===== src/rtl/prg_pkg.sv =====
// Package of offsets, field layouts and reset values for the reset and gating block
package prg_pkg;
  // ****************************************
  // Register offsets
  // ****************************************
  localparam logic [11:0] PRG_OFF_SRST0 = 12'h040;
  localparam logic [11:0] PRG_OFF_SRST1 = 12'h044;
  localparam logic [11:0] PRG_OFF_SRST2 = 12'h048;
  localparam logic [11:0] PRG_OFF_DSGATE = 12'h128;
  localparam logic [11:0] PRG_OFF_IRQ_STAT = 12'h150;
  localparam logic [11:0] PRG_OFF_IRQ_MASK = 12'h154;
  localparam logic [11:0] PRG_OFF_STATE = 12'h158;

  // ****************************************
  // Field positions
  // ****************************************
  localparam int PRG_BIT_ADC0 = 16;
  localparam int PRG_BIT_WDOG = 3;
  localparam int PRG_BIT_TMR0 = 16;
  localparam int PRG_BIT_TWI0 = 12;
  localparam int PRG_BIT_SSER0 = 4;
  localparam int PRG_BIT_SPORT0 = 0;
  localparam int PRG_BIT_PORT_A = 0;
  localparam int PRG_NUM_PORTS = 5;
  localparam int PRG_NUM_SRST = 3;
  localparam int PRG_EV_FAULT = 0;
  localparam int PRG_EV_RST_SET = 1;
  localparam int PRG_EV_RST_REL = 2;
  localparam int PRG_EV_DEEP_IN = 3;
  localparam int PRG_EV_DEEP_OUT = 4;
  localparam int PRG_NUM_EV = 5;
  localparam int PRG_ST_DEEP = 8;

  // ****************************************
  // Writable bit masks and reset values
  // ****************************************
  localparam logic [31:0] PRG_SRST0_WMASK = 32'h0001_0008;
  localparam logic [31:0] PRG_SRST1_WMASK = 32'h0007_1013;
  localparam logic [31:0] PRG_SRST2_WMASK = 32'h0000_001f;
  localparam logic [31:0] PRG_SRST_RESET = 32'h0000_0000;
  localparam logic [4:0] PRG_DSGATE_RESET = 5'h00;
  localparam logic [4:0] PRG_IRQ_RESET = 5'h00;

  typedef enum logic [0:0] {
    PRG_PM_RUN = 1'b0,
    PRG_PM_DEEP = 1'b1
  } prg_pm_e;
endpackage


===== src/rtl/prg_if.sv =====
// Interface joining the top of the block to its reset bank and port gate
`timescale 1ns/100ps
interface prg_if;
  logic [2:0] srst_wr;
  logic [31:0] wr_data;
  logic [2:0][31:0] cap_mask;
  logic [2:0][31:0] srst_val;
  logic [4:0] ds_gate;
  logic [4:0] run_gate;
  logic deep_active;
  logic acc_valid;
  logic [2:0] acc_port;
  logic [4:0] clk_en;
  logic acc_fault;
  logic acc_ok;

  modport top (
    output srst_wr, wr_data, cap_mask, ds_gate, run_gate, deep_active, acc_valid, acc_port,
    input srst_val, clk_en, acc_fault, acc_ok
  );
  modport bank (
    input srst_wr, wr_data, cap_mask,
    output srst_val
  );
  modport gate (
    input ds_gate, run_gate, deep_active, acc_valid, acc_port,
    output clk_en, acc_fault, acc_ok
  );
endinterface


===== src/rtl/prg_port_gate.sv =====
// Per-port clock enables and the fault check for accesses to gated ports
`timescale 1ns/100ps
module prg_port_gate
  import prg_pkg::*;
(
  prg_if.gate bus
);
  // ****************************************
  // Clock enable per port
  // ****************************************
  genvar gi;
  generate
    for (gi = 0; gi < PRG_NUM_PORTS; gi++) begin : g_port
      // Deep-sleep setting applies only in deep sleep with auto gating chosen
      assign bus.clk_en[gi] = bus.deep_active ? bus.ds_gate[gi] : bus.run_gate[gi];
    end
  endgenerate

  // ****************************************
  // Access check
  // ****************************************
  wire port_known;
  wire port_clocked;
  assign port_known = bus.acc_port < 3'(PRG_NUM_PORTS);
  assign port_clocked = port_known && bus.clk_en[bus.acc_port];
  // Unknown port index faults too, never silently completes
  assign bus.acc_fault = bus.acc_valid && !port_clocked;
  assign bus.acc_ok = bus.acc_valid && port_clocked;
endmodule


===== src/rtl/prg_srst_bank.sv =====
// Three software reset control registers with capability-masked writes
`timescale 1ns/100ps
module prg_srst_bank
  import prg_pkg::*;
(
  input wire logic clk_sys,
  input wire logic rst_b,
  prg_if.bank bus
);
  // ****************************************
  // Register bank
  // ****************************************
  localparam logic [2:0][31:0] WMASK = {PRG_SRST2_WMASK, PRG_SRST1_WMASK, PRG_SRST0_WMASK};

  genvar gi;
  generate
    for (gi = 0; gi < PRG_NUM_SRST; gi++) begin : g_reg
      logic [31:0] val_q;
      logic [31:0] val_d;
      // Absent units and reserved bits can never be set
      assign val_d = bus.srst_wr[gi] ? (bus.wr_data & bus.cap_mask[gi] & WMASK[gi]) : val_q;
      always_ff @(posedge clk_sys) begin
        if (!rst_b) begin
          val_q <= PRG_SRST_RESET;
        end else begin
          val_q <= val_d;
        end
      end
      assign bus.srst_val[gi] = val_q;
    end
  endgenerate
endmodule


===== src/rtl/prg_top.sv =====
// Top of the peripheral software reset and port clock gating block
//
// Notes on behaviour
// - Each gating bit 4..0 clocks port E..A when set and stops and disables it when clear.
// - An access to a port whose clock is off is answered with a bus fault.
// - Writes to each soft reset register are masked by its capability mask.
// - Bit 16 of soft reset register 0 resets analog converter zero.
// - Bit 3 of soft reset register 0 resets the watchdog.
// - Bits 18, 17, 16 of soft reset register 1 reset timers two, one and zero.
// - Bit 12 of soft reset register 1 resets two-wire unit zero.
// - Bit 4 of soft reset register 1 resets synchronous serial unit zero.
// - Bits 1 and 0 of soft reset register 1 reset serial ports one and zero.
// - Bits 4..0 of soft reset register 2 reset ports E, D, C, B and A.
// - Reserved bits are read-only zero and software keeps them across updates.
// - All soft reset registers leave system reset at zero.
// - Deep-sleep gating rules the port clocks only in deep sleep with auto gating on.
`timescale 1ns/100ps
module prg_top
  import prg_pkg::*;
(
  input wire logic clk_sys,
  input wire logic rst_b,
  input wire logic [11:0] reg_addr,
  input wire logic [31:0] reg_wdata,
  input wire logic reg_wr,
  input wire logic reg_rd,
  output logic [31:0] reg_rdata,
  input wire logic [31:0] capability_mask_a,
  input wire logic [31:0] capability_mask_b,
  input wire logic [31:0] capability_mask_d,
  input wire logic deep_sleep,
  input wire logic auto_clock_gating,
  input wire logic [4:0] run_port_gating,
  input wire logic port_acc_valid,
  input wire logic [2:0] port_acc_sel,
  output logic port_acc_ok,
  output logic port_acc_fault,
  output logic [4:0] port_clk_en,
  output logic adc_zero_rst,
  output logic watchdog_reset_bit,
  output logic timer_zero_reset_bit,
  output logic timer_one_reset_bit,
  output logic timer_two_reset_bit,
  output logic two_wire_unit_reset_bit,
  output logic sync_serial_unit_reset_bit,
  output logic serial_port_zero_reset_bit,
  output logic serial_port_one_reset_bit,
  output logic port_a_bit,
  output logic port_b_bit,
  output logic port_c_bit,
  output logic port_d_bit,
  output logic port_e_bit,
  output logic irq
);
  // ****************************************
  // Internal signals
  // ****************************************
  prg_if link ();

  logic [4:0] ds_gate_q;
  logic [4:0] ds_gate_d;
  logic [4:0] irq_stat_q;
  logic [4:0] irq_stat_d;
  logic [4:0] irq_mask_q;
  logic [4:0] irq_mask_d;
  logic [31:0] rdata_q;
  logic [31:0] rdata_d;
  logic any_rst_q;
  prg_pm_e pm_q;
  prg_pm_e pm_d;

  wire sel_srst0;
  wire sel_srst1;
  wire sel_srst2;
  wire sel_dsgate;
  wire sel_stat;
  wire sel_mask;
  wire sel_state;
  wire wr_dsgate;
  wire wr_stat;
  wire wr_mask;
  wire [31:0] srst0;
  wire [31:0] srst1;
  wire [31:0] srst2;
  wire any_rst;
  wire deep_active;
  wire [4:0] ev_set;
  wire [31:0] rd_mux;
  wire [31:0] state_word;

  // ****************************************
  // Address decode
  // ****************************************
  assign sel_srst0 = reg_addr == PRG_OFF_SRST0;
  assign sel_srst1 = reg_addr == PRG_OFF_SRST1;
  assign sel_srst2 = reg_addr == PRG_OFF_SRST2;
  assign sel_dsgate = reg_addr == PRG_OFF_DSGATE;
  assign sel_stat = reg_addr == PRG_OFF_IRQ_STAT;
  assign sel_mask = reg_addr == PRG_OFF_IRQ_MASK;
  assign sel_state = reg_addr == PRG_OFF_STATE;

  assign wr_dsgate = reg_wr && sel_dsgate;
  assign wr_stat = reg_wr && sel_stat;
  assign wr_mask = reg_wr && sel_mask;

  // ****************************************
  // Soft reset bank
  // ****************************************
  assign link.srst_wr = {reg_wr && sel_srst2, reg_wr && sel_srst1, reg_wr && sel_srst0};
  assign link.wr_data = reg_wdata;
  assign link.cap_mask = {capability_mask_d, capability_mask_b, capability_mask_a};

  prg_srst_bank u_bank (
    .clk_sys(clk_sys),
    .rst_b(rst_b),
    .bus(link)
  );

  assign srst0 = link.srst_val[0];
  assign srst1 = link.srst_val[1];
  assign srst2 = link.srst_val[2];

  // ****************************************
  // Unit reset outputs
  // ****************************************
  // A unit stays in reset for as long as its bit is set
  assign adc_zero_rst = srst0[PRG_BIT_ADC0];
  assign watchdog_reset_bit = srst0[PRG_BIT_WDOG];
  assign timer_zero_reset_bit = srst1[PRG_BIT_TMR0];
  assign timer_one_reset_bit = srst1[PRG_BIT_TMR0 + 1];
  assign timer_two_reset_bit = srst1[PRG_BIT_TMR0 + 2];
  assign two_wire_unit_reset_bit = srst1[PRG_BIT_TWI0];
  assign sync_serial_unit_reset_bit = srst1[PRG_BIT_SSER0];
  assign serial_port_zero_reset_bit = srst1[PRG_BIT_SPORT0];
  assign serial_port_one_reset_bit = srst1[PRG_BIT_SPORT0 + 1];
  assign port_a_bit = srst2[PRG_BIT_PORT_A];
  assign port_b_bit = srst2[PRG_BIT_PORT_A + 1];
  assign port_c_bit = srst2[PRG_BIT_PORT_A + 2];
  assign port_d_bit = srst2[PRG_BIT_PORT_A + 3];
  assign port_e_bit = srst2[PRG_BIT_PORT_A + 4];

  assign any_rst = |{srst0, srst1, srst2};

  // ****************************************
  // Deep-sleep gating register
  // ****************************************
  assign ds_gate_d = wr_dsgate ? reg_wdata[4:0] : ds_gate_q;

  always_ff @(posedge clk_sys) begin
    if (!rst_b) begin
      ds_gate_q <= PRG_DSGATE_RESET;
    end else begin
      ds_gate_q <= ds_gate_d;
    end
  end

  // ****************************************
  // Power mode tracking
  // ****************************************
  // Deep gating only when the clock setup hands sleep gating to hardware
  assign deep_active = deep_sleep && auto_clock_gating;

  always_comb begin
    pm_d = pm_q;
    case (pm_q)
      PRG_PM_RUN: begin
        if (deep_active) begin
          pm_d = PRG_PM_DEEP;
        end
      end
      PRG_PM_DEEP: begin
        if (!deep_active) begin
          pm_d = PRG_PM_RUN;
        end
      end
      default: begin
        pm_d = PRG_PM_RUN;
      end
    endcase
  end

  always_ff @(posedge clk_sys) begin
    if (!rst_b) begin
      pm_q <= PRG_PM_RUN;
    end else begin
      pm_q <= pm_d;
    end
  end

  // ****************************************
  // Port clock gating
  // ****************************************
  assign link.ds_gate = ds_gate_q;
  assign link.run_gate = run_port_gating;
  assign link.deep_active = deep_active;
  assign link.acc_valid = port_acc_valid;
  assign link.acc_port = port_acc_sel;

  prg_port_gate u_gate (
    .bus(link)
  );

  assign port_clk_en = link.clk_en;
  assign port_acc_fault = link.acc_fault;
  assign port_acc_ok = link.acc_ok;

  // ****************************************
  // Interrupt status and mask
  // ****************************************
  assign ev_set[PRG_EV_FAULT] = link.acc_fault;
  assign ev_set[PRG_EV_RST_SET] = any_rst && !any_rst_q;
  assign ev_set[PRG_EV_RST_REL] = !any_rst && any_rst_q;
  assign ev_set[PRG_EV_DEEP_IN] = pm_q == PRG_PM_RUN && pm_d == PRG_PM_DEEP;
  assign ev_set[PRG_EV_DEEP_OUT] = pm_q == PRG_PM_DEEP && pm_d == PRG_PM_RUN;

  // A new event beats a clear in the same cycle
  assign irq_stat_d = ev_set | (irq_stat_q & ~(wr_stat ? reg_wdata[4:0] : 5'h00));
  assign irq_mask_d = wr_mask ? reg_wdata[4:0] : irq_mask_q;

  always_ff @(posedge clk_sys) begin
    if (!rst_b) begin
      irq_stat_q <= PRG_IRQ_RESET;
      irq_mask_q <= PRG_IRQ_RESET;
      any_rst_q <= 1'b0;
    end else begin
      irq_stat_q <= irq_stat_d;
      irq_mask_q <= irq_mask_d;
      any_rst_q <= any_rst;
    end
  end

  assign irq = |(irq_stat_q & irq_mask_q);

  // ****************************************
  // Read path
  // ****************************************
  assign state_word = {23'h000000, pm_q == PRG_PM_DEEP, 3'h0, link.clk_en};

  // Unmapped offsets read zero; reserved bits are held zero in storage
  assign rd_mux = sel_srst0 ? srst0 :
                  sel_srst1 ? srst1 :
                  sel_srst2 ? srst2 :
                  sel_dsgate ? {27'h0000000, ds_gate_q} :
                  sel_stat ? {27'h0000000, irq_stat_q} :
                  sel_mask ? {27'h0000000, irq_mask_q} :
                  sel_state ? state_word :
                  32'h0000_0000;

  // Data shows only in the cycle after the strobe
  assign rdata_d = reg_rd ? rd_mux : 32'h0000_0000;

  always_ff @(posedge clk_sys) begin
    if (!rst_b) begin
      rdata_q <= 32'h0000_0000;
    end else begin
      rdata_q <= rdata_d;
    end
  end

  assign reg_rdata = rdata_q;
endmodule


===== config.mk =====
export PLATFORM = sky130hd
export DESIGN_NAME = prg_top
export DESIGN_NICKNAME = d
export VERILOG_FILES = /design/src/rtl/prg_pkg.sv /design/src/rtl/prg_if.sv /design/src/rtl/prg_port_gate.sv /design/src/rtl/prg_srst_bank.sv /design/src/rtl/prg_top.sv
export SDC_FILE = /design/constraint.sdc
export NUM_CORES = 1
export LEC_CHECK = 0
export BUFFER_PORTS_ARGS = -buffer_cell sky130_fd_sc_hd__buf_2
export CORE_AREA = 2 2 81 83
export DETAILED_ROUTE_END_ITERATION = 6
export DIE_AREA = 0 0 83 85
export HOLD_SLACK_MARGIN = 0.03
export PLACE_DENSITY = 0.83
export SLEW_MARGIN = 20
export SYNTH_ARGS = -nofsm -noshare
export SYNTH_HDL_FRONTEND = slang
export SYNTH_SLANG_ARGS = --single-unit

===== constraint.sdc =====
create_clock -name clk_sys -period 3.8 [get_ports clk_sys]
set_input_delay 0.38 -clock clk_sys [delete_from_list [all_inputs] [get_ports clk_sys]]
set_output_delay 0.38 -clock clk_sys [all_outputs]
set_load 0.005 [all_outputs]

==> impl_metrics.json <==
{
  "grt_pass1_wl_mm": 10.08,
  "timing.max_cap.violations": 0,
  "dp_hpwl_mm": 5.068,
  "synth_edf_count": 0,
  "fin_nets": 501,
  "ys_seq_area_share_pct": 35.40,
  "fmax_mhz": 429.6,
  "multi_input_area_um2": 1366,
  "seqCellArea_um2": 820.8,
  "cts_sinks": 41,
  "grt_use_met3_pct": 3.502,
  "status": "complete, no violations",
  "dpl_cell_area_um2": 2704,
  "reg2reg_depth": 4,
  "root_buffer": "clkbuf_8",
  "maxSlewHeadroom_pct": 60.91,
  "synth_seq_cells": 41,
  "min_period_ns": 2.328,
  "slew_viol_final": 0,
  "synth_warnings": 0,
  "fin_worst_skew_ns": 0.004151,
  "grtUsageMet1_pct": 24.58,
  "drive_above_1_share_pct": 30.35,
  "layout_common_cells": "buf_2, dfxtp_1, nand2_1",
  "cts-buffers-inserted": 5,
  "die_height_um": 85,
  "cp_data_required_time_ns": 3.42,
  "via_count": 2225,
  "die_width_um": 83,
  "routedWlPerCell_um": 15.03,
  "viasPerCell": 5.248,
  "synthArstFlopShare_pct": 0,
  "finalNonFillerCells": 424,
  "peakVddDrop_mv": 0.1245,
  "hold_path_depth": 3,
  "grt.met2_usage_pct": 27.71,
  "synthFlopType": "dfxtp_1",
  "setup_tns_ns": 0,
  "period_share_pct": 61.26,
  "synthCells": 266,
  "cts_max_path_buffers": 2,
  "dp_cells": 416,
  "core_um2": 6205,
  "worstSkewPairLatency_ns": 0.29,
  "min_from": "capability_mask_b[16]",
  "syn-cell-area_um2": 2318,
  "grt-ovfl-total": 0,
  "place_congestion": 0.8554,
  "final-setup-viol-count": 0,
  "clk_pin_slew_ns": 0.08,
  "hold_class": "input port to flop",
  "crit_arrival_ns": 1.95,
  "io_pins": 209,
  "holdBufCountCts": 0,
  "nFillCells": 614,
  "rsz0062_at_grt": "false",
  "cts_resized": 0,
  "grt_pass1_vias": 2066,
  "critical_path_peak_fanout": 9,
  "grt_antenna_before_repair": 0,
  "end_kind": "output pin",
  "drt_iter0_drc": 144,
  "final_util_pct": 45.29,
  "fin_area_um2": 2810,
  "cts_setup_buffers": 0,
  "start_util_pct": 37.37,
  "grt_usage_pct": 17.94,
  "h-tree-depth": 2,
  "ys_types": 48,
  "leakagePower_nw": 1.253,
  "busiest_layer": "met2",
  "criticalPathCategory": "input port to output pin",
  "r2r_slack_ns": 2.14,
  "ant_nets": 0,
  "drt_wl_total_mm": 6.374,
  "crit-reg2reg-launch": "u_bank.g_reg[0].val_q[3]",
  "total_power_w": 0.0008719,
  "final_hold_viol_count": 0,
  "powerDensity_nw_per_um2": 310.3,
  "worst_setup_path_start_kind": "input port",
  "mostFrequentLayoutCell": "buf_2",
  "drcViolationCount": 0,
  "syn_to_final_growth_pct": 21.21,
  "rows": 29,
  "port_buffers": 81,
  "avgSynthCellArea_um2": 8.716,
  "timing.rr.end": "irq_stat_q[1]",
  "die_area_um2": 7055,
  "cts_tree": "yes",
  "whs_endpoint": "u_bank.g_reg[1].val_q[16]",
  "first_pass_iters": 4,
  "tightest_slew_ns": 0.5838,
  "grt_start_max_net_pins": 34
}
worst max path at each step:
stage / startpoint / endpoint / slack, ns / cells after the start
final: deep_sleep / port_acc_ok / 1.47 / 7
after global routing: deep_sleep / port_acc_ok / 1.37 / 7
after CTS: deep_sleep / port_acc_ok / 1.48 / 7
after detailed placement: deep_sleep / port_acc_ok / 1.49 / 7
after global placement: deep_sleep / port_acc_ok / 1.50 / 7
after floorplan: deep_sleep / port_acc_ok / 1.97 / 5
metal layers:
layer	wire length [um]	vias to the layer above
met1	2960	1046
li1	-	1068
met2	2867	105
met5	0	-
met4	86	0
met3	460	6
cell families (layout without fill, tap and decap cells):
family	after synthesis	after routing	synth area share, %
compound gates	49	49	13.87
mux	21	21	10.36
flops	41	41	35.40
buf+inv	33	92	9.066
other cells	1	23	0.1617
simple gates	121	121	31.14
metrics by stage:
step	setup WS [ns]	hold slack (ns)
floorplan	1.966	0.4494
global placement	1.502	0.4622
detailed placement	1.488	0.4747
CTS	1.483	0.3303
global route	1.366	0.3469
finish	1.472	0.3313
power breakdown:
part	leakage (nW)	internal, W	switching [W]	total, W
Sequential	0.331	0.000432	0.00000290	0.000435
Combinational	0.869	0.0000443	0.0000568	0.000101
Clock	0.0540	0.000191	0.000145	0.000336
Total	1.25	0.000667	0.000205	0.000872
state kept, by name, summed over array words and instances, names as in the netlist:
register        count
u_bank.g.val_q     14
pm_q                1
ds_gate_q           5
irq_mask_q          5
irq_stat_q          5
any_rst_q           1
reg_rdata          10
cell usage after synthesis, types with 2 or more instances:
cell | n | area, um2
dfxtp_1 | 41 | 820.8
nand2_1 | 32 | 120.1
buf_4 | 22 | 165.2
nor2b_1 | 21 | 131.4
mux2i_1 | 15 | 150.1
nor2_1 | 15 | 56.30
a21oi_1 | 14 | 70.07
nand3_1 | 11 | 55.05
and2_1 | 9 | 56.30
a21boi_1 | 7 | 52.55
o21ai_0 | 7 | 35.03
nor4_1 | 5 | 31.28
and3_1 | 4 | 25.02
clkbuf_1 | 4 | 15.01
inv_1 | 4 | 15.01
mux2_2 | 4 | 45.04
o21ai_1 | 4 | 20.02
a22oi_1 | 3 | 22.52
buf_2 | 3 | 15.01
nor3_1 | 3 | 15.01
a21boi_0 | 2 | 15.01
a32o_1 | 2 | 20.02
mux4_2 | 2 | 45.04
nand4_1 | 2 | 12.51
nand4b_1 | 2 | 17.52
nor3_4 | 2 | 32.53
nor4b_2 | 2 | 30.03
o2bb2ai_1 | 2 | 17.52
o32ai_1 | 2 | 17.52
or4b_4 | 2 | 27.53
critical path: stages:
cell and delay, ns:
buf_2 0.10, nand2_1 0.28, mux2i_1 0.23, or4b_1 0.50
nand3_1 0.20, and2_1 0.15, buf_2 0.10
cell type report:
cell class	instances	area share (%)
multi-input combinational	213	48.62
sequential	41	29.21
timing repair buffer	81	14.43
tap	77	3.428
clock buffer	5	2.449
clock inverter	2	1.247
inverter	4	0.5343
antenna	1	0.08905
No activity file was read; power rests on OpenSTA's default activity.
